[src/tpc_pkg.sv]
// Purpose: Constants for the per-port TDM configuration register block
// Assumes: 32-bit register port, one block instance per TDM port
// Notes:   Field positions are given as low bit; width only for the unframed rate and jitter buffer fields
`default_nettype none
package tpc_pkg;
    // ==========================================================
    // Register map
    localparam logic [7:0]  CFG_BASE_OFFSET   = 8'h08;
    localparam logic [7:0]  CFG_PORT_STRIDE   = 8'h04;
    localparam logic [7:0]  STATUS_BASE       = 8'h40;
    localparam logic [31:0] CFG_RESET_VALUE   = 32'h000a_0051;
    localparam logic [31:0] CFG_WRITE_MASK    = 32'h3fff_fffc | 32'h3;
    // ==========================================================
    // Field positions
    localparam int UNFR_RATE_LSB = 24;
    localparam int UNFR_RATE_W   = 6;
    localparam int PCM_RATE_BIT  = 23;
    localparam int DEFECT_M_LSB  = 21;
    localparam int RX_EN_BIT     = 20;
    localparam int CTS_BIT       = 19;
    localparam int CARRIER_DETECT_OUTPUT_ENABLE_BIT     = 18;
    localparam int CD_BIT        = 17;
    localparam int LOSS_BIT      = 16;
    localparam int JB_IDX_LSB    = 11;
    localparam int JB_IDX_W      = 5;
    localparam int SUBST_LSB     = 9;
    localparam int BANK_BIT      = 8;
    localparam int TX_EN_BIT     = 7;
    localparam int RX_SAMPLE_BIT = 6;
    localparam int TX_SAMPLE_BIT = 5;
    localparam int TWO_CLK_BIT   = 4;
    localparam int FRAMING_LSB   = 2;
    localparam int IF_TYPE_LSB   = 0;
    // ==========================================================
    // Encodings
    localparam logic [1:0] IF_SERIAL   = 2'h0;
    localparam logic [1:0] IF_E1       = 2'h1;
    localparam logic [1:0] IF_T1       = 2'h2;
    localparam logic [1:0] IF_RESERVED = 2'h3;
    localparam logic [1:0] FR_UNFRAMED = 2'h0;
    localparam logic [1:0] FR_FRAME    = 2'h1;
    localparam logic [1:0] FR_MULTI    = 2'h2;
    localparam logic [1:0] FR_ESF      = 2'h3;
    // ==========================================================
    // Synchronised pin slots
    localparam int NUM_SYNC  = 7;
    localparam int S_TCLK    = 0;
    localparam int S_RCLK    = 1;
    localparam int S_RXD     = 2;
    localparam int S_RXSYNC  = 3;
    localparam int S_RXSIG   = 4;
    localparam int S_TXSYNC  = 5;
    localparam int S_TXMF    = 6;
    localparam logic [2:0] SYNC_RESET = 3'h0;
endpackage : tpc_pkg
`default_nettype wire

[src/tpc_port_config.sv]
// Purpose: Per-port TDM configuration register and its pin-side effects
// Assumes: Line clocks far slower than clk; sampled as plain inputs
// Notes:   One instance per port; PORT_INDEX sets the decoded address
// Operation
// RQ1 - Six-bit unframed rate field, 1=64k, 2=128k, feeds timestamp only
// RQ2 - Rate bit picks 1.544 or 2.048 MHz for framed E1/T1 ports
// RQ3 - Software never sets E1 type with the 1.544 MHz rate
// RQ4 - Defect modifier field goes into control word M field
// RQ5 - Receive enable low discards outgoing traffic, data and signaling high
// RQ6 - Serial type drives clear-to-send pin from its bit, reset one
// RQ7 - Serial carrier enable gates carrier pin driven from carrier bit
// RQ8 - Loss bit sets control word L bit for this port
// RQ9 - Five-bit field picks jitter buffer for clock recovery
// RQ10 - SF to ESF CAS bundle inserts field as C and D bits
// RQ11 - Slot bank change takes effect at next sync input assertion
// RQ12 - Transmit enable low discards incoming traffic toward the network
// RQ13 - Two-clock mode: receive sample bit picks receive clock edge
// RQ14 - One-clock mode: transmit sample bit picks sample and update edges
// RQ15 - Software writes zero to the two top bits
// RQ16 - Two-clock bit: 0 one transmit clock, 1 separate receive clock
// RQ17 - Interface type: 00 serial, 01 E1, 10 T1, 11 reserved
// RQ18 - Framing: unframed, frame sync, multiframe or SF, ESF
// RQ19 - One independent register instance per port
// RQ20 - Field changes reach port logic within a few cycles
//
// Design decisions made here: the register addresses and the plain strobed port.
`timescale 1ns/100ps
`default_nettype none
module tpc_port_config #(
    parameter int PORT_INDEX = 1,
    parameter int NUM_PORTS  = 8
) (
    input  wire logic        clk,
    input  wire logic        resetn,
    input  wire logic        ce,
    input  wire logic [7:0]  reg_addr,
    input  wire logic [31:0] reg_wdata,
    input  wire logic        reg_wr,
    input  wire logic        reg_rd,
    output logic      [31:0] reg_rdata,
    input  wire logic        line_transmit_clock,
    input  wire logic        line_receive_clock,
    input  wire logic        line_receive_data,
    input  wire logic        line_receive_sync,
    input  wire logic        line_receive_signaling_or_request,
    input  wire logic        line_transmit_sync,
    input  wire logic        line_multiframe_or_carrier_in,
    output logic             line_multiframe_or_carrier_out,
    output logic             line_multiframe_or_carrier_oe,
    output logic             line_transmit_data,
    output logic             line_transmit_signaling_or_clear,
    input  wire logic        tx_bit,
    input  wire logic        tx_sig,
    output logic             tx_take,
    output logic             rx_valid,
    output logic             rx_bit,
    output logic             rx_frame_sync,
    output logic             rx_sig,
    output logic             tx_frame_sync,
    output logic             tx_multiframe,
    input  wire logic        peer_superframe,
    output logic       [1:0] cw_m_bits,
    output logic             cw_l_bit,
    output logic       [4:0] recovery_jitter_buffer_index,
    output logic       [1:0] substituted_signaling_bits,
    output logic             cas_substitute_en,
    output logic             active_slot_map_bank,
    output logic       [5:0] unframed_rate,
    output logic             line_rate_2048,
    output logic       [1:0] interface_type,
    output logic       [1:0] framing_type
);

    // ==========================================================
    // Elaboration checks
    if (PORT_INDEX < 1 || PORT_INDEX > NUM_PORTS || NUM_PORTS > 8)
        $error("tpc_port_config: port index out of range");

    localparam logic [7:0] CFG_ADDR = 8'(tpc_pkg::CFG_BASE_OFFSET
        + 8'(PORT_INDEX) * tpc_pkg::CFG_PORT_STRIDE);
    localparam logic [7:0] STAT_ADDR = 8'(tpc_pkg::STATUS_BASE
        + 8'(PORT_INDEX) * tpc_pkg::CFG_PORT_STRIDE);

    // Picks one of two line-clock edges by a config bit
    function automatic logic pick_edge(input logic rise, input logic fall,
                                       input logic use_rise);
        pick_edge = use_rise ? rise : fall;
    endfunction : pick_edge

    // ==========================================================
    // Configuration register
    logic [31:0] cfg_ff;

    // Top two bits never stored, so they read as zero
    always_ff @(posedge clk or negedge resetn) begin
        if (!resetn) begin
            cfg_ff <= tpc_pkg::CFG_RESET_VALUE;
        end else if (ce && reg_wr && reg_addr == CFG_ADDR) begin
            cfg_ff <= reg_wdata & tpc_pkg::CFG_WRITE_MASK; // [RQ15] [RQ19]
        end
    end

    // Field views
    logic       rx_en_c;
    logic       tx_en_c;
    logic       two_clk_c;
    logic       rx_samp_c;
    logic       tx_samp_c;
    logic [1:0] type_c;
    logic [1:0] frame_c;
    logic       serial_c;
    assign rx_en_c   = cfg_ff[tpc_pkg::RX_EN_BIT];
    assign tx_en_c   = cfg_ff[tpc_pkg::TX_EN_BIT];
    assign two_clk_c = cfg_ff[tpc_pkg::TWO_CLK_BIT];
    assign rx_samp_c = cfg_ff[tpc_pkg::RX_SAMPLE_BIT];
    assign tx_samp_c = cfg_ff[tpc_pkg::TX_SAMPLE_BIT];
    assign type_c    = cfg_ff[tpc_pkg::IF_TYPE_LSB +: 2];
    assign frame_c   = cfg_ff[tpc_pkg::FRAMING_LSB +: 2];
    assign serial_c  = (type_c == tpc_pkg::IF_SERIAL); // [RQ17]

    // ==========================================================
    // Pin synchronisers: three stages, change taken when 2nd and 3rd agree
    logic [tpc_pkg::NUM_SYNC-1:0] pin_c;
    logic [tpc_pkg::NUM_SYNC-1:0] s1_ff;
    logic [tpc_pkg::NUM_SYNC-1:0] s2_ff;
    logic [tpc_pkg::NUM_SYNC-1:0] s3_ff;
    logic [tpc_pkg::NUM_SYNC-1:0] flt_ff;
    logic [tpc_pkg::NUM_SYNC-1:0] nxt_flt;
    assign pin_c = {line_multiframe_or_carrier_in, line_transmit_sync,
                    line_receive_signaling_or_request, line_receive_sync,
                    line_receive_data, line_receive_clock,
                    line_transmit_clock};
    assign nxt_flt = (s2_ff & s3_ff) | (flt_ff & (s2_ff ^ s3_ff));

    always_ff @(posedge clk or negedge resetn) begin
        if (!resetn) begin
            s1_ff  <= '0;
            s2_ff  <= '0;
            s3_ff  <= '0;
            flt_ff <= '0;
        end else if (ce) begin
            s1_ff  <= pin_c;
            s2_ff  <= s1_ff;
            s3_ff  <= s2_ff;
            flt_ff <= nxt_flt;
        end
    end

    // Edges of the filtered line clocks
    logic t_rise;
    logic t_fall;
    logic r_rise;
    logic r_fall;
    logic tx_in_edge;
    logic tx_out_edge;
    logic rx_in_edge;
    assign t_rise = nxt_flt[tpc_pkg::S_TCLK] & ~flt_ff[tpc_pkg::S_TCLK];
    assign t_fall = ~nxt_flt[tpc_pkg::S_TCLK] & flt_ff[tpc_pkg::S_TCLK];
    assign r_rise = nxt_flt[tpc_pkg::S_RCLK] & ~flt_ff[tpc_pkg::S_RCLK];
    assign r_fall = ~nxt_flt[tpc_pkg::S_RCLK] & flt_ff[tpc_pkg::S_RCLK];
    // Sample bit 0: inputs on falling, outputs on rising; 1 the reverse
    assign tx_in_edge  = pick_edge(t_rise, t_fall, tx_samp_c); // [RQ14]
    assign tx_out_edge = pick_edge(t_fall, t_rise, tx_samp_c); // [RQ14]
    // Receive side follows its own clock only in two-clock mode
    assign rx_in_edge = two_clk_c
        ? pick_edge(r_rise, r_fall, rx_samp_c)                 // [RQ13]
        : tx_in_edge;                                          // [RQ16]

    // ==========================================================
    // Receive pins toward the network side
    always_ff @(posedge clk or negedge resetn) begin
        if (!resetn) begin
            rx_valid      <= 1'b0;
            rx_bit        <= 1'b0;
            rx_frame_sync <= 1'b0;
            rx_sig        <= 1'b0;
        end else if (ce) begin
            // Disabled port drops bits here rather than downstream
            rx_valid <= rx_in_edge & tx_en_c;                    // [RQ12]
            if (rx_in_edge) begin
                rx_bit        <= nxt_flt[tpc_pkg::S_RXD];
                rx_frame_sync <= nxt_flt[tpc_pkg::S_RXSYNC];
                rx_sig        <= nxt_flt[tpc_pkg::S_RXSIG];
            end
        end
    end

    // Transmit-side inputs, sampled on the transmit clock
    logic tx_sync_rise;
    assign tx_sync_rise = tx_in_edge & nxt_flt[tpc_pkg::S_TXSYNC]
                          & ~tx_frame_sync;

    always_ff @(posedge clk or negedge resetn) begin
        if (!resetn) begin
            tx_frame_sync <= 1'b0;
            tx_multiframe <= 1'b0;
        end else if (ce && tx_in_edge) begin
            tx_frame_sync <= nxt_flt[tpc_pkg::S_TXSYNC];
            // Carrier pin is an input only when not serial
            tx_multiframe <= serial_c ? 1'b0 : nxt_flt[tpc_pkg::S_TXMF];
        end
    end

    // ==========================================================
    // Transmit pins from the network side
    always_ff @(posedge clk or negedge resetn) begin
        if (!resetn) begin
            line_transmit_data <= 1'b1;
            tx_take            <= 1'b0;
        end else if (ce) begin
            tx_take <= tx_out_edge & rx_en_c;
            if (tx_out_edge) begin
                line_transmit_data <= rx_en_c ? tx_bit : 1'b1; // [RQ5]
            end
        end
    end

    // Signaling pin doubles as clear-to-send on serial ports
    always_ff @(posedge clk or negedge resetn) begin
        if (!resetn) begin
            line_transmit_signaling_or_clear <= 1'b1;
        end else if (ce) begin
            if (serial_c) begin
                line_transmit_signaling_or_clear <=
                    cfg_ff[tpc_pkg::CTS_BIT];                    // [RQ6]
            end else if (tx_out_edge) begin
                line_transmit_signaling_or_clear <=
                    rx_en_c ? tx_sig : 1'b1;                     // [RQ5]
            end
        end
    end

    // Carrier-detect drive; released whenever the port is not serial
    always_ff @(posedge clk or negedge resetn) begin
        if (!resetn) begin
            line_multiframe_or_carrier_out <= 1'b0;
            line_multiframe_or_carrier_oe  <= 1'b0;
        end else if (ce) begin
            line_multiframe_or_carrier_oe  <=
                serial_c & cfg_ff[tpc_pkg::CARRIER_DETECT_OUTPUT_ENABLE_BIT];          // [RQ7]
            line_multiframe_or_carrier_out <= cfg_ff[tpc_pkg::CD_BIT];
        end
    end

    // ==========================================================
    // Slot map bank, swapped only at a transmit sync assertion
    always_ff @(posedge clk or negedge resetn) begin
        if (!resetn) begin
            active_slot_map_bank <= 1'b0;
        end else if (ce && tx_sync_rise) begin
            active_slot_map_bank <= cfg_ff[tpc_pkg::BANK_BIT];   // [RQ11]
        end
    end

    // ==========================================================
    // Field copies toward packet and clock-recovery logic
    logic framed_c;
    logic rate_applies_c;
    assign framed_c       = (frame_c != tpc_pkg::FR_UNFRAMED);   // [RQ18]
    assign rate_applies_c = framed_c
        && (type_c == tpc_pkg::IF_E1 || type_c == tpc_pkg::IF_T1);

    // One cycle behind the register, so always prompt
    always_ff @(posedge clk or negedge resetn) begin
        if (!resetn) begin
            cw_m_bits                    <= 2'h0;
            cw_l_bit                     <= 1'b0;
            recovery_jitter_buffer_index <= 5'h00;
            substituted_signaling_bits   <= 2'h0;
            cas_substitute_en            <= 1'b0;
            unframed_rate                <= 6'h00;
            line_rate_2048               <= 1'b0;
            interface_type               <= tpc_pkg::IF_SERIAL;
            framing_type                 <= tpc_pkg::FR_UNFRAMED;
        end else if (ce) begin                                  // [RQ20]
            cw_m_bits <= cfg_ff[tpc_pkg::DEFECT_M_LSB +: 2];     // [RQ4]
            cw_l_bit  <= cfg_ff[tpc_pkg::LOSS_BIT];              // [RQ8]
            recovery_jitter_buffer_index <=
                cfg_ff[tpc_pkg::JB_IDX_LSB +: tpc_pkg::JB_IDX_W]; // [RQ9]
            substituted_signaling_bits <=
                cfg_ff[tpc_pkg::SUBST_LSB +: 2];                 // [RQ10]
            cas_substitute_en <= peer_superframe
                && type_c == tpc_pkg::IF_T1
                && frame_c == tpc_pkg::FR_ESF;                   // [RQ10]
            unframed_rate <=                                     // [RQ1]
                cfg_ff[tpc_pkg::UNFR_RATE_LSB +: tpc_pkg::UNFR_RATE_W];
            // Outside framed E1/T1 the rate follows the type itself
            line_rate_2048 <= rate_applies_c
                ? cfg_ff[tpc_pkg::PCM_RATE_BIT]
                : (type_c == tpc_pkg::IF_E1);                    // [RQ2]
            interface_type <= type_c;
            framing_type   <= frame_c;
        end
    end

    // ==========================================================
    // Register read port, data one cycle after the strobe
    logic [31:0] status_c;
    assign status_c = {26'h0,
        (type_c == tpc_pkg::IF_E1) && rate_applies_c
            && !cfg_ff[tpc_pkg::PCM_RATE_BIT],                   // [RQ3]
        (type_c == tpc_pkg::IF_RESERVED),
        flt_ff[tpc_pkg::S_RCLK],
        flt_ff[tpc_pkg::S_TCLK],
        active_slot_map_bank != cfg_ff[tpc_pkg::BANK_BIT],
        active_slot_map_bank};

    always_ff @(posedge clk or negedge resetn) begin
        if (!resetn) begin
            reg_rdata <= 32'h0000_0000;
        end else if (ce) begin
            if (!reg_rd) begin
                reg_rdata <= 32'h0000_0000;
            end else if (reg_addr == CFG_ADDR) begin
                reg_rdata <= cfg_ff;
            end else if (reg_addr == STAT_ADDR) begin
                reg_rdata <= status_c;
            end else begin
                reg_rdata <= 32'h0000_0000;
            end
        end
    end
endmodule : tpc_port_config
`default_nettype wire

[config.mk]
export PLATFORM = sky130hd
export DESIGN_NAME = tpc_port_config
export DESIGN_NICKNAME = d
export VERILOG_FILES = /design/src/tpc_pkg.sv /design/src/tpc_port_config.sv
export SDC_FILE = /design/constraint.sdc
export NUM_CORES = 1
export LEC_CHECK = 0
export ABC_AREA = 1
export BUFFER_PORTS_ARGS = -buffer_cell sky130_fd_sc_hd__buf_2
export CORE_ASPECT_RATIO = 0.5
export CORE_MARGIN = 2
export CORE_UTILIZATION = 55
export CTS_BUF_LIST = sky130_fd_sc_hd__clkbuf_2
export DETAILED_ROUTE_END_ITERATION = 8
export PLACE_DENSITY = 0.81
export SLEW_MARGIN = 30
export SYNTH_ARGS = -nofsm -noshare
export SYNTH_HDL_FRONTEND = slang
export SYNTH_SLANG_ARGS = --single-unit
[constraint.sdc]
create_clock -name clk -period 1.7 [get_ports clk]
set_clock_uncertainty 0.15 [all_clocks]
set_input_delay 0 -clock clk [delete_from_list [all_inputs] [get_ports clk]]
set_output_delay 0 -clock clk [all_outputs]
set_load 0.005 [all_outputs]
==> impl_summary.md, run 1 <==
Critical path
The number of cells on the worst reg-to-reg path is 5. The critical path is of the flop to flop type. In this run the worst path has a maximum fanout of 4. The launching element type of the critical path is a flop.

The endpoint identified for the worst register-to-register timing path is line_rate_2048$_DFFE_PN0P_. The reg2reg setup slack is -0.08 ns. The worst endpoint required time is between 2 and 2.5 ns. The most numerous cell type found on the critical path is sky130_fd_sc_hd__inv_1. On the worst path, the slowest cell contributes a delay of 0.63 ns.

Data on the critical path arrives at its endpoint at roughly 2.2 ns. The count of buffering cells on the critical path with inverters included is 2. The worst setup path endpoint is line_rate_2048$_DFFE_PN0P_. The startpoint identified for the worst register-to-register timing path is cfg_ff[0]$_DFFE_PN1P_. The total number of cells along the worst setup path is 5. The library cell contributing the largest single delay on the critical path is sky130_fd_sc_hd__dfstp_2. The kind of cell with the highest combined delay on the critical path is flip-flops. The most critical setup path has its startpoint at cfg_ff[0]$_DFFE_PN1P_. The signal on the critical path passes through inv_1 -> ha_1 -> inv_1 -> nor3_1 -> o21ai_2. The worst setup path is captured at a flop.

Floorplanning
The number of placed I/O pins is approximately 120. The die area is just over 10,000 um^2. The starting density of the core is between 50% and 60%.

From left edge to right edge, the die measures between 100 and 150 um. The die is just over 70 um tall. The region available for standard cell placement spans roughly 9000 um^2. The total number of placement rows is 24.

Global routing
Global routing finished with a remaining overflow of 0. The total routing usage reported by global routing is around a third. The pin count of the biggest net entering global routing is 54. The number of global-route vias before repair is between 5,000 and 6,000. The first-pass GRT wire length is between 20 and 30 mm. The number of antenna violations at the first check in global routing was 0.

Layout
Cells fill slightly below 90% of the core in the end. The number of antenna diodes in the final layout is 0. The area growth from synthesis to layout is 51.3%. The net total in the final layout is about 950. Excluding fillers, the count of instances in the completed layout stands at slightly above 1,000.

Of the cells placed in the final design, the portion with a size suffix greater than 1 is 22.0%.

Yosys
The number of warnings reported in the yosys synthesis log is 0. The unique cell type count in the Yosys netlist is 25. The number of storage elements in the synthesis netlist is ~120.

For this run, the register share of the synthesized area comes to between 50 and 60%. Of the post-synthesis cell area, the dominant cell type holds 55.4%. The post-synthesis cell type with the largest combined area is sky130_fd_sc_hd__dfrtp_1. The cell area after synthesis is roughly 5200 um^2. Sorting the synthesized cells by area gives the leading types as sky130_fd_sc_hd__dfrtp_1 (55%), sky130_fd_sc_hd__nand2_1 (18%), sky130_fd_sc_hd__o21ai_0 (5.9%), sky130_fd_sc_hd__dfstp_2 (3.5%), sky130_fd_sc_hd__nand3_1 (3.1%). After technology mapping, the gate count stands at roughly 590.

After synthesis, the mean cell area works out to ~8.7 um^2.

Clock tree
Clock-pin slew was measured on the worst setup and hold paths at around 0.23 ns. The later pin in the worst-skew pair is clocked with a latency of roughly 0.72 ns. The cell chosen for the clock root is sky130_fd_sc_hd__clkbuf_2. The number of buffers created by CTS is 17. TritonCTS built the clock tree. The total number of clock tree sinks is around 120.

The maximum level of the CTS H-tree is 4. The clock passes through at most 2 buffers.

STA
The worst relative slew slack is 54.8%. Setup total negative slack on the finished layout was measured at -0.234 ns. The tightest hold path in the finished design has a slack of -0.0324 ns.

The final worst-path setup slack is -0.0781 ns. The final critical-path required period is around 1.8 ns. The total count of max-transition violations in the final report was 0. The count of final setup violators is 6. The ratio of final minimum period to clock period is 105%.

Setup repair after global routing could not meet its margin everywhere. The count of final hold-check violations came to 1. The highest clock rate is between 500 and 600 MHz. The measured slew at the worst slew-check pin is between 0.6 and 0.7 ns.

Detailed routing
The first-pass iteration count of the detailed router is 8. After detailed routing, the total wire length is around 19 mm. The count of antenna-violating nets left after detailed routing is 0. The first routing iteration left ~640 violations. The final route contains about 5,700 vias. The number of design rule violations left after detail routing is 0.

After detailed routing, the average wire length per cell comes to about 19 um. The via density per instance is between 5 and 6.

Flow run
The number of max-cap violations is 0.

Placed design
The port buffer count is 116. At the end of routability-driven placement, the weighted congestion stood at 0.846. The HPWL after detailed placement is a little over 8 mm. After detailed placement, the design holds a cell count of 813.

Power
The worst supply voltage drop on vdd is approximately 840 uV. For this design the static power due to leakage is 4.09 nW. For this design the ratio of total power to cell area is a little over 800 nW/um^2.

Run status
The final reports fail on hold timing, setup timing. The flow ran to the end, but the final reports show violations.

Hold path
The tightest min-delay check is of the primary input to flop type.
[cell usage in the layout (no fill, tap or decap), drive strengths merged]
| cell | n |
|---|---|
| conb | 2 |
| clkinv | 9 |
| buf | 141 |
| nor2 | 13 |
| clkbuf | 18 |
| o31ai | 1 |
| a21oi | 4 |
| dfrtp | 115 |
| clkinvlp | 2 |
| bufinv | 3 |
| xor2 | 1 |
| a21o | 4 |
| ha | 11 |
| o21ai | 83 |
| nand2 | 247 |
| dlygate4sd3 | 153 |
| dfstp | 7 |
| nand3 | 32 |
| o211ai | 1 |
| inv | 41 |
| nor3 | 2 |
| nand4 | 2 |
[metrics by stage]
step	setup WS (ns)	area, um^2	power (mW)
floorplan	0.152	5200	3.67
detailed placement	0.0483	5920	4.03
CTS	0.00652	7670	6.16
finish	-0.0781	7860	6.33
global placement	0.132	5920	4.00
global route	-0.122	7860	6.57
[cell usage after synthesis]
cell type / number
sky130_fd_sc_hd__clkbuf_1: 12
sky130_fd_sc_hd__dfstp_2: 7
sky130_fd_sc_hd__nand3_1: 32
sky130_fd_sc_hd__conb_1: 1
sky130_fd_sc_hd__nand2_1: 246
sky130_fd_sc_hd__nand2_4: 1
sky130_fd_sc_hd__inv_1: 39
sky130_fd_sc_hd__nor2_8: 1
sky130_fd_sc_hd__a21oi_1: 4
sky130_fd_sc_hd__nand4_1: 2
sky130_fd_sc_hd__buf_2: 11
sky130_fd_sc_hd__xor2_1: 1
sky130_fd_sc_hd__nor2_1: 11
sky130_fd_sc_hd__nor2_4: 1
sky130_fd_sc_hd__inv_2: 1
sky130_fd_sc_hd__o31ai_1: 1
sky130_fd_sc_hd__a21o_1: 4
sky130_fd_sc_hd__ha_1: 11
sky130_fd_sc_hd__o211ai_1: 1
sky130_fd_sc_hd__dfrtp_1: 115
sky130_fd_sc_hd__buf_6: 2
sky130_fd_sc_hd__buf_4: 5
sky130_fd_sc_hd__o21ai_1: 22
sky130_fd_sc_hd__nor3_1: 2
sky130_fd_sc_hd__o21ai_0: 61
[metal layers]
metal / global-route usage, % / share of wire (%) / vias to the layer above
met1: 40.4 / 38 / 2736
met4: 18.6 / 4.9 / 0
met2: 59.5 / 48 / 421
met3: 8.99 / 9.1 / 120
li1: - / - / 2455
met5: 0 / 0 / -
[sequential cells by signal, indices dropped and copies added, names as in the netlist, 2 cells and up]
| signal | cells |
|---|---|
| framing_type | 2 |
| reg_rdata | 30 |
| s1_ff | 7 |
| s3_ff | 7 |
| cw_m_bits | 2 |
| flt_ff | 7 |
| substituted_signaling_bits | 2 |
| unframed_rate | 6 |
| recovery_jitter_buffer_index | 5 |
| interface_type | 2 |
| s2_ff | 7 |
| cfg_ff | 30 |
[repair_timing]
| item | 4_1_cts | 5_1_grt |
|---|---|---|
| hold endpoints to repair | 244 | 5 |
| hold buffers | 149 | 5 |
| setup buffers | 0 | 10 |
| gates resized for setup | 0 | 17 |
| endpoints found under the setup margin | 0 | 44 |
[worst min path at each step]
stage                     slack (ns)                          endpoint   startpoint  cells past startpoint
after floorplan                -0.45  active_slot_map_bank$_DFFE_PN0P_       resetn                      0
after global placement         -0.29              s2_ff[4]$_DFFE_PN0P_       resetn                      1
after detailed placement       -0.29              s2_ff[5]$_DFFE_PN0P_       resetn                      1
after CTS                      -0.33          reg_rdata[4]$_DFFE_PN0P_  reg_addr[0]                      9
after global routing           -0.01            cfg_ff[29]$_DFFE_PN0P_  reg_addr[6]                      8
final                          -0.03            cfg_ff[29]$_DFFE_PN0P_  reg_addr[6]                      8
[layout make-up]
cell class	instances	area, um^2
repair buffers	295	2370
flip-flops and latches	122	3060
fillers	403	1090
clock inverters	15	176
multi-input cells	403	1870
well taps	117	146
clock buffers	17	85.1
inverters	40	150
[worst register-to-register path, cell delays in order (launching register included)]
cell	delay, ns
sky130_fd_sc_hd__dfstp_2	0.63
sky130_fd_sc_hd__inv_1	0.11
sky130_fd_sc_hd__ha_1	0.29
sky130_fd_sc_hd__inv_1	0.07
sky130_fd_sc_hd__nor3_1	0.29
sky130_fd_sc_hd__o21ai_2	0.13
[report_power, final]
part,switching [mW],total [mW],internal (mW)
sequential,0.166,3.30,3.14
combinational,0.511,0.958,0.448
clock,1.25,2.07,0.822
total,1.92,6.33,4.41
[cells by family (layout without fill, tap and decap cells)]
| logic type | Yosys count | count (layout) | share of synthesized area (%) |
|---|---|---|---|
| simple gates | 296 | 296 | 22.9 |
| flops | 122 | 122 | 59.0 |
| compound gates | 93 | 93 | 9.25 |
| buf+inv | 70 | 367 | 5.98 |
| fa+ha+maj | 11 | 11 | 2.65 |
| other cells | 1 | 2 | 0.0722 |
| xor+xnor | 1 | 1 | 0.169 |
(Power assumes the default switching activity.)
==> run 2: changes to the inputs <==
--- a/config.mk
+++ b/config.mk
@@ -8,7 +8,6 @@
 export ABC_AREA = 1
 export BUFFER_PORTS_ARGS = -buffer_cell sky130_fd_sc_hd__buf_2
 export CORE_ASPECT_RATIO = 0.5
-export CORE_MARGIN = 2
 export CORE_UTILIZATION = 55
 export CTS_BUF_LIST = sky130_fd_sc_hd__clkbuf_2
 export DETAILED_ROUTE_END_ITERATION = 8
==> constraint.sdc (replaced) <==
create_clock -name clk -period 1.7 [get_ports clk]
set_clock_uncertainty 0.15 [all_clocks]
set_input_delay 0.34 -clock clk [delete_from_list [all_inputs] [get_ports clk]]
set_output_delay 0.34 -clock clk [all_outputs]
set_load 0.005 [all_outputs]
==> run 2 against run 1 <==
Effect of this change:
- the run ends with setup timing left
- non-clock buffer count is 74 lower
- first-iteration DRC count is 60% lower
- critical path type is now flop to output port
- critical endpoint is now line_transmit_data
- worst setup slack worse by 0.070 ns
- design area is 11% lower
- utilization is 9.7 points lower
- sequential cell count stayed put
==> impl_summary.md, run 2 (same netlist as run 1, synthesis figures left out) <==
Run status
Status: finished with violations (unchanged). Failing checks: setup timing (was hold timing, setup timing).

Clock tree
The total number of clock tree sinks is 122 (unchanged). The maximum level of the CTS H-tree was 4 (unchanged). The cell chosen for the clock root is sky130_fd_sc_hd__clkbuf_2 (unchanged). The clock latency reported for the late side of the worst-skew pair is 0.70 ns (was 0.72 ns). The deepest clock path buffer count is 2 (unchanged). The clock tree from TritonCTS is yes (unchanged). The number of buffers created by CTS is 17 (unchanged). The clock transition at the registers of the reported paths is 0.17 ns (was 0.23 ns).

Detailed routing
The via density per instance is 5.17 (was 5.68). The number of design rule violations left after detail routing came to 0 (unchanged). The average wire length per cell after detail routing was 14.8 um (was 18.5 um). The first-pass iteration count of the detailed router is 5 (was 8). The total number of vias came to 4,829 (was 5,732). The total wirelength of the detailed-routed design is 13.8 mm (was 18.7 mm). The count of antenna-violating nets left after detailed routing came to 0 (unchanged).

The violation count after the first detailed-route iteration was 256 (was 638).

Floorplanning
The number of placed I/O pins was 121 (unchanged). The height of the die is 70.7 um (was 72.7 um). The total number of placement rows is 24 (unchanged). The width of the chip came to 139 um (was 141 um). The starting density of the core is 58.2% (was 58.0%). The area of the core region is 8920 um^2 (was 8950 um^2).

The die area is 9860 um^2 (was 10,300 um^2).

Critical path
The number of cells on the worst reg-to-reg path is 6 (was 5). The total number of cells along the worst setup path came to 1 (was 5). The category of the critical setup timing path is flop to output port (was flop to flop). The kind of cell with the highest combined delay on the critical path is flip-flops (unchanged). The library cell contributing the largest single delay on the critical path is sky130_fd_sc_hd__dfstp_2 (unchanged). Cells traversed along the worst timing path: buf_6 (was inv_1 -> ha_1 -> inv_1 -> nor3_1 -> o21ai_2). The critical path's largest stage delay is 0.58 ns (was 0.63 ns). The worst endpoint required time is 1.21 ns (was 2.15 ns). The launching element type of the critical path is a flop (unchanged). The highest net fanout along the worst path is 2 (was 4). The count of buffering cells on the critical path with inverters included is 1 (was 2). The arrival time at the worst endpoint is 1.36 ns (was 2.23 ns).

The endpoint type of the worst setup path is an output port (was flop).

Hold path
The type of the tightest min-delay check is primary input to flop (unchanged). The cell count of the worst hold path is 8 (unchanged).

STA
The highest clock rate is 541 MHz (was 562 MHz). The total count of max-transition violations in the final report came to 0 (unchanged). The measured slew at the worst slew-check pin came to 0.795 ns (was 0.676 ns). The ratio of final minimum period to clock period is 109% (was 105%). The count of final hold-check violations is 0 (was 1). The final setup TNS came to -1.70 ns (was -0.234 ns). The worst relative slew slack is 47.0% (was 54.8%). The final critical-path required period is 1.85 ns (was 1.78 ns). Unrepaired setup endpoints after global routing: yes (unchanged). The final worst-path setup slack came to -0.148 ns (was -0.0781 ns). The count of final setup violators is 60 (was 6).

Placed design
The port buffer count came to 116 (unchanged). The total half-perimeter wirelength after legalization and detailed placement is 8.11 mm (was 8.22 mm). The global placement routability congestion came to 0.797 (was 0.846). The pre-CTS worst setup slack came to -0.0164 ns (was 0.0483 ns). The placement-stage cell area is 5950 um^2 (was 5920 um^2).

Power
The worst supply voltage drop on vdd is 841 uV (was 842 uV). The power density of the placed cells was 850 nW/um^2 (was 806 nW/um^2). The leakage component of the power was 3.88 nW (was 4.09 nW).

Global routing
The first-pass GRT wire length is 21.7 mm (was 26.9 mm). The total routing usage reported by global routing came to 28.9% (was 34.4%). The pin count of the biggest net entering global routing came to 47 (was 54). The number of global-route vias before repair is 4,607 (was 5,586). The number of antenna violations at the first check in global routing is 0 (unchanged). The residual overflow from global routing is 0 (unchanged).

Layout
The area added between synthesis and finish came to 34.2% (was 51.3%). Registers with the most flip-flops: cfg_ff: 30 flops, reg_rdata: 30 flops (unchanged). The most common cell after layout, fill and taps aside was sky130_fd_sc_hd__nand2_1 (unchanged). The final design area excluding fillers is 6970 um^2 (was 7860 um^2). The total inserted antenna cells was 0 (unchanged). Most frequent cells in the layout: sky130_fd_sc_hd__nand2_1 (245), sky130_fd_sc_hd__dfrtp_1 (115), sky130_fd_sc_hd__buf_2 (113) (was sky130_fd_sc_hd__nand2_1 (244), sky130_fd_sc_hd__dlygate4sd3_1 (153), sky130_fd_sc_hd__dfrtp_1 (115), sky130_fd_sc_hd__buf_2 (115), sky130_fd_sc_hd__o21ai_0 (58)). The share of post-route cells with drive strength above 1 is 26.9% (was 22.0%). The net total in the final layout is 871 (was 945).

Flow run
The number of max-cap violations is 0 (unchanged).
[run 2: path summary, 6_finish.rpt]
kind	from	to	slack, ns
hold reg to reg	s1_ff[2]$_DFFE_PN0P_	s1_ff[2]$_DFFE_PN0P_	0.34
hold / removal	reg_addr[3]	reg_rdata[3]$_DFFE_PN0P_	0.02
setup reg to reg	cfg_ff[0]$_DFFE_PN1P_	line_rate_2048$_DFFE_PN0P_	0.07
setup / recovery	line_transmit_data$_DFFE_PN1P_	line_transmit_data	-0.15
max in group asynchronous	resetn	flt_ff[0]$_DFFE_PN0P_	0.49
min in group asynchronous	resetn	line_transmit_data$_DFFE_PN1P_	0.06
[run 2: final cells by class]
class,instances,area (um^2)
well taps,117,146
inverters,40,150
clock inverters,10,103
multi-input cells,403,1850
clock buffers,21,105
flip-flops and latches,122,3060
fillers,631,1950
repair buffers,221,1550
[run 2: metal layers]
metal / vias to the layer above / routed length [um] / track usage (%)
met5: - / 0 / 0
met4: 0 / 405 / 15.1
met3: 40 / 944 / 6.36
met2: 200 / 6740 / 48.9
met1: 2289 / 5750 / 35.8
li1: 2300 / - / -
[run 2: what timing repair did]
item | CTS | global route
pin swaps | 0 | 2
gates cloned | 0 | 0
hold endpoints to repair | 180 | 0
hold buffers | 46 | 0
resized for setup | 1 | 8
setup endpoints to repair | 66 | 79
buffers inserted | 21 | 20
[run 2: where the power goes]
group          switching, mW  internal (mW)
clock                   1.07          0.669
sequential             0.143           3.14
combinational          0.462          0.440
[run 2: through the flow]
step,utilization [%],power [mW],hold slack (ns),cells
2_1_floorplan,-,3.67,-0.106,595
3_3_place_gp,66.7,4.00,0.103,816
3_5_place_dp,66.7,4.03,0.108,816
4_1_cts,76.0,5.83,0.00729,914
5_1_grt,78.1,6.19,0.0250,934
6_report,78.1,5.93,0.0173,934
==> run 3: changes to the inputs <==
--- a/config.mk
+++ b/config.mk
@@ -7,7 +7,7 @@
 export LEC_CHECK = 0
 export ABC_AREA = 1
 export BUFFER_PORTS_ARGS = -buffer_cell sky130_fd_sc_hd__buf_2
-export CORE_ASPECT_RATIO = 0.5
+export CORE_ASPECT_RATIO = 1.75
 export CORE_UTILIZATION = 55
 export CTS_BUF_LIST = sky130_fd_sc_hd__clkbuf_2
 export DETAILED_ROUTE_END_ITERATION = 8
==> run 3 against run 2 <==
Effect of this change:
- the run ends with hold timing, setup timing left
- first-iteration DRC count grew 96%
- power grew 10%
- sequential share of layout area shrank 2.3 points
- critical endpoint unchanged
- largest power group unchanged
==> impl_summary.md, run 3 (same netlist as run 1, synthesis figures left out) <==
Run status
Status: finished with violations (unchanged). Failing checks: hold timing, setup timing (was setup timing).

STA
The worst hold slack across all endpoints is -0.00932 ns (was 0.0173 ns). The final worst-path setup slack is -0.181 ns (was -0.148 ns). The total count of max-transition violations in the final report is 0 (unchanged). The count of final setup violators is 67 (was 60). The worst relative slew slack came to 55.7% (was 47.0%). The count of final hold-check violations came to 1 (was 0). The final critical-path required period is 1.88 ns (was 1.85 ns). The highest clock rate is 532 MHz (was 541 MHz).

The measured slew at the worst slew-check pin is 0.662 ns (was 0.795 ns). The ratio of final minimum period to clock period is 111% (was 109%). Unrepaired setup endpoints after global routing: yes (unchanged).

The final setup TNS came to -3.36 ns (was -1.70 ns).

Detailed routing
The number of design rule violations left after detail routing is 0 (unchanged). The first-pass iteration count of the detailed router came to 6 (was 5). The average wire length per cell after detail routing is 16.5 um (was 14.8 um). The violation count after the first detailed-route iteration is 501 (was 256).

The via density per instance came to 5.53 (was 5.17). The total number of vias was 5,326 (was 4,829). The count of antenna-violating nets left after detailed routing was 0 (unchanged). The total wirelength of the detailed-routed design was 15.9 mm (was 13.8 mm).

Clock tree
The maximum level of the CTS H-tree is 4 (unchanged). The number of buffers created by CTS is 17 (unchanged). The clock tree from TritonCTS is yes (unchanged). The deepest clock path buffer count is 2 (unchanged).

The total number of clock tree sinks is 122 (unchanged). The clock latency reported for the late side of the worst-skew pair was 0.71 ns (was 0.70 ns). The clock transition at the registers of the reported paths is 0.17 ns (about the same). The cell chosen for the clock root is sky130_fd_sc_hd__clkbuf_2 (unchanged).

Layout
The net total in the final layout is 895 (was 871). The most common cell after layout, fill and taps aside is sky130_fd_sc_hd__nand2_1 (unchanged). The area occupied by multi-input gates is 1900 um^2 (was 1850 um^2). Registers with the most flip-flops: cfg_ff: 30 flops, reg_rdata: 30 flops (unchanged).

The share of post-route cells with drive strength above 1 came to 29.5% (was 26.9%). The sequential cell area is 3060 um^2 (unchanged). The total of fill cells in the finished design is 546 (was 631). The number of non-filler instances in the completed layout is 963 (was 934).

Most frequent cells in the layout: sky130_fd_sc_hd__nand2_1 (240), sky130_fd_sc_hd__dfrtp_1 (115), sky130_fd_sc_hd__buf_2 (112) (was sky130_fd_sc_hd__nand2_1 (245), sky130_fd_sc_hd__dfrtp_1 (115), sky130_fd_sc_hd__buf_2 (113)). The final cell utilization of the core is 81.0% (was 78.1%). The area added between synthesis and finish is 41.8% (was 34.2%).

Power
The portion of total power attributed to combinational logic came to 16.2% (was 15.2%). The post-layout total power is 6.53 mW (was 5.93 mW). The fraction of power consumed by the clock network was 33.3% (was 29.4%).

The internal power contribution is 4.77 mW (was 4.25 mW). The switching share of power was 26.9% (was 28.3%). The power density of the placed cells is 886 nW/um^2 (was 850 nW/um^2). The total net switching power is 1.75 mW (was 1.68 mW).

The leakage component of the power was 4.04 nW (was 3.88 nW). The worst supply voltage drop on vdd is 709 uV (was 841 uV). The relative contribution of sequential cells to total power is 50.5% (was 55.4%).

Critical path
The library cell contributing the largest single delay on the critical path is sky130_fd_sc_hd__dfstp_2 (unchanged). The count of buffering cells on the critical path with inverters included is 1 (unchanged). The worst endpoint required time was 1.21 ns (about the same). The kind of cell with the highest combined delay on the critical path is flip-flops (unchanged). The category of the critical setup timing path is flop to output port (unchanged).

The arrival time at the worst endpoint is 1.39 ns (was 1.36 ns). The highest net fanout along the worst path was 2 (unchanged). The worst setup path startpoint is line_transmit_data$_DFFE_PN1P_ (unchanged).

The endpoint type of the worst setup path is an output port (unchanged). The launching element type of the critical path is a flop (unchanged). The critical path's largest stage delay was 0.58 ns (about the same). The startpoint of the worst-slack reg-to-reg timing path is s3_ff[1]$_DFFE_PN0P_ (was cfg_ff[0]$_DFFE_PN1P_). Cells traversed along the worst timing path: buf_6 (unchanged).

Floorplanning
The height of the die is 131 um (was 70.7 um). The starting density of the core is 57.1% (was 58.2%). The width of the chip is 75.5 um (was 139 um).

The die area was 9850 um^2 (was 9860 um^2). The total number of placement rows is 46 (was 24). The number of placed I/O pins is 121 (unchanged). The area of the core region came to 9090 um^2 (was 8920 um^2).

Global routing
The first-pass GRT wire length is 23.0 mm (was 21.7 mm). The pin count of the biggest net entering global routing is 49 (was 47). The residual overflow from global routing is 0 (unchanged). The number of global-route vias before repair is 4,951 (was 4,607). The number of antenna violations at the first check in global routing is 1 (was 0). The total routing usage reported by global routing was 32.0% (was 28.9%).

Placed design
The port buffer count is 116 (unchanged). The count of placed standard cells including taps is 820 (was 816). The total half-perimeter wirelength after legalization and detailed placement is 8.71 mm (was 8.11 mm).

The global placement routability congestion was 0.840 (was 0.797).

Flow run
The number of max-cap violations is 0 (unchanged).

Hold path
The type of the tightest min-delay check is primary input to flop (unchanged). The startpoint of the most critical hold path is reg_wr (was reg_addr[3]).
[run 3: cell count changes in the layout (fill, tap and decap cells not counted), sizes merged]
cell          change
clkinv            -1
clkinvlp          -1
diode             +1
dlymetal6s4s      -1
bufinv            +3
dlygate4sd3      +10
buf              +15
[run 3: layer usage]
metal / up-vias / part of all wire (%) / GRT usage, %
li1: 2357 / - / -
met3: 82 / 6.4 / 7.36
met5: - / 0 / 0
met2: 301 / 53 / 54.5
met1: 2586 / 35 / 35.9
met4: 0 / 5.0 / 18.5
[run 3: worst paths after layout]
path                                             end  slack, ns  depth (start not counted)
max                               line_transmit_data      -0.18                          1
min                           cfg_ff[21]$_DFFE_PN0P_     -0.009                          5
max reg2reg                rx_frame_sync$_DFFE_PN0P_      -0.02                          9
min reg2reg                     s1_ff[5]$_DFFE_PN0P_       0.35                          2
max in group asynchronous       s3_ff[5]$_DFFE_PN0P_       0.28                          3
min in group asynchronous       rx_valid$_DFFE_PN0P_       0.02                          3
[run 3: area by class of cell]
cell class              instances  area share [%]
well taps                     120            2.04
diodes                          1          0.0340
repair buffers                245            24.6
multi-input cells             403            25.9
inverters                      40            2.04
clock inverters                11            2.40
clock buffers                  21            1.43
flip-flops and latches        122            41.6
[run 3: timing repair]
action                                  CTS  global route
setup buffers                            27            28
hold buffers                             55             0
endpoints found under the setup margin   67            76
resized for setup                         4            25
pin swaps                                 0            12
hold endpoints to repair                187             0
[run 3: through the flow]
stage | worst slack (ns) | area [um^2]
floorplan | 0.152 | 5200
global placement | 0.0497 | 6000
detailed placement | -0.0217 | 6000
CTS | -0.177 | 7050
global route | -0.209 | 7360
finish | -0.181 | 7360
[run 3: power by group through the flow]
| stage | sequential, mW | combinational (mW) | clock (mW) |
|---|---|---|---|
| 2_1_floorplan | 3.31 | 0.355 | 0 |
| 3_3_place_gp | 3.32 | 0.693 | 0 |
| 3_5_place_dp | 3.33 | 0.729 | 0 |
| 4_1_cts | 3.28 | 0.912 | 2.16 |
| 5_1_grt | 3.31 | 1.15 | 2.31 |
| 6_report | 3.30 | 1.05 | 2.18 |
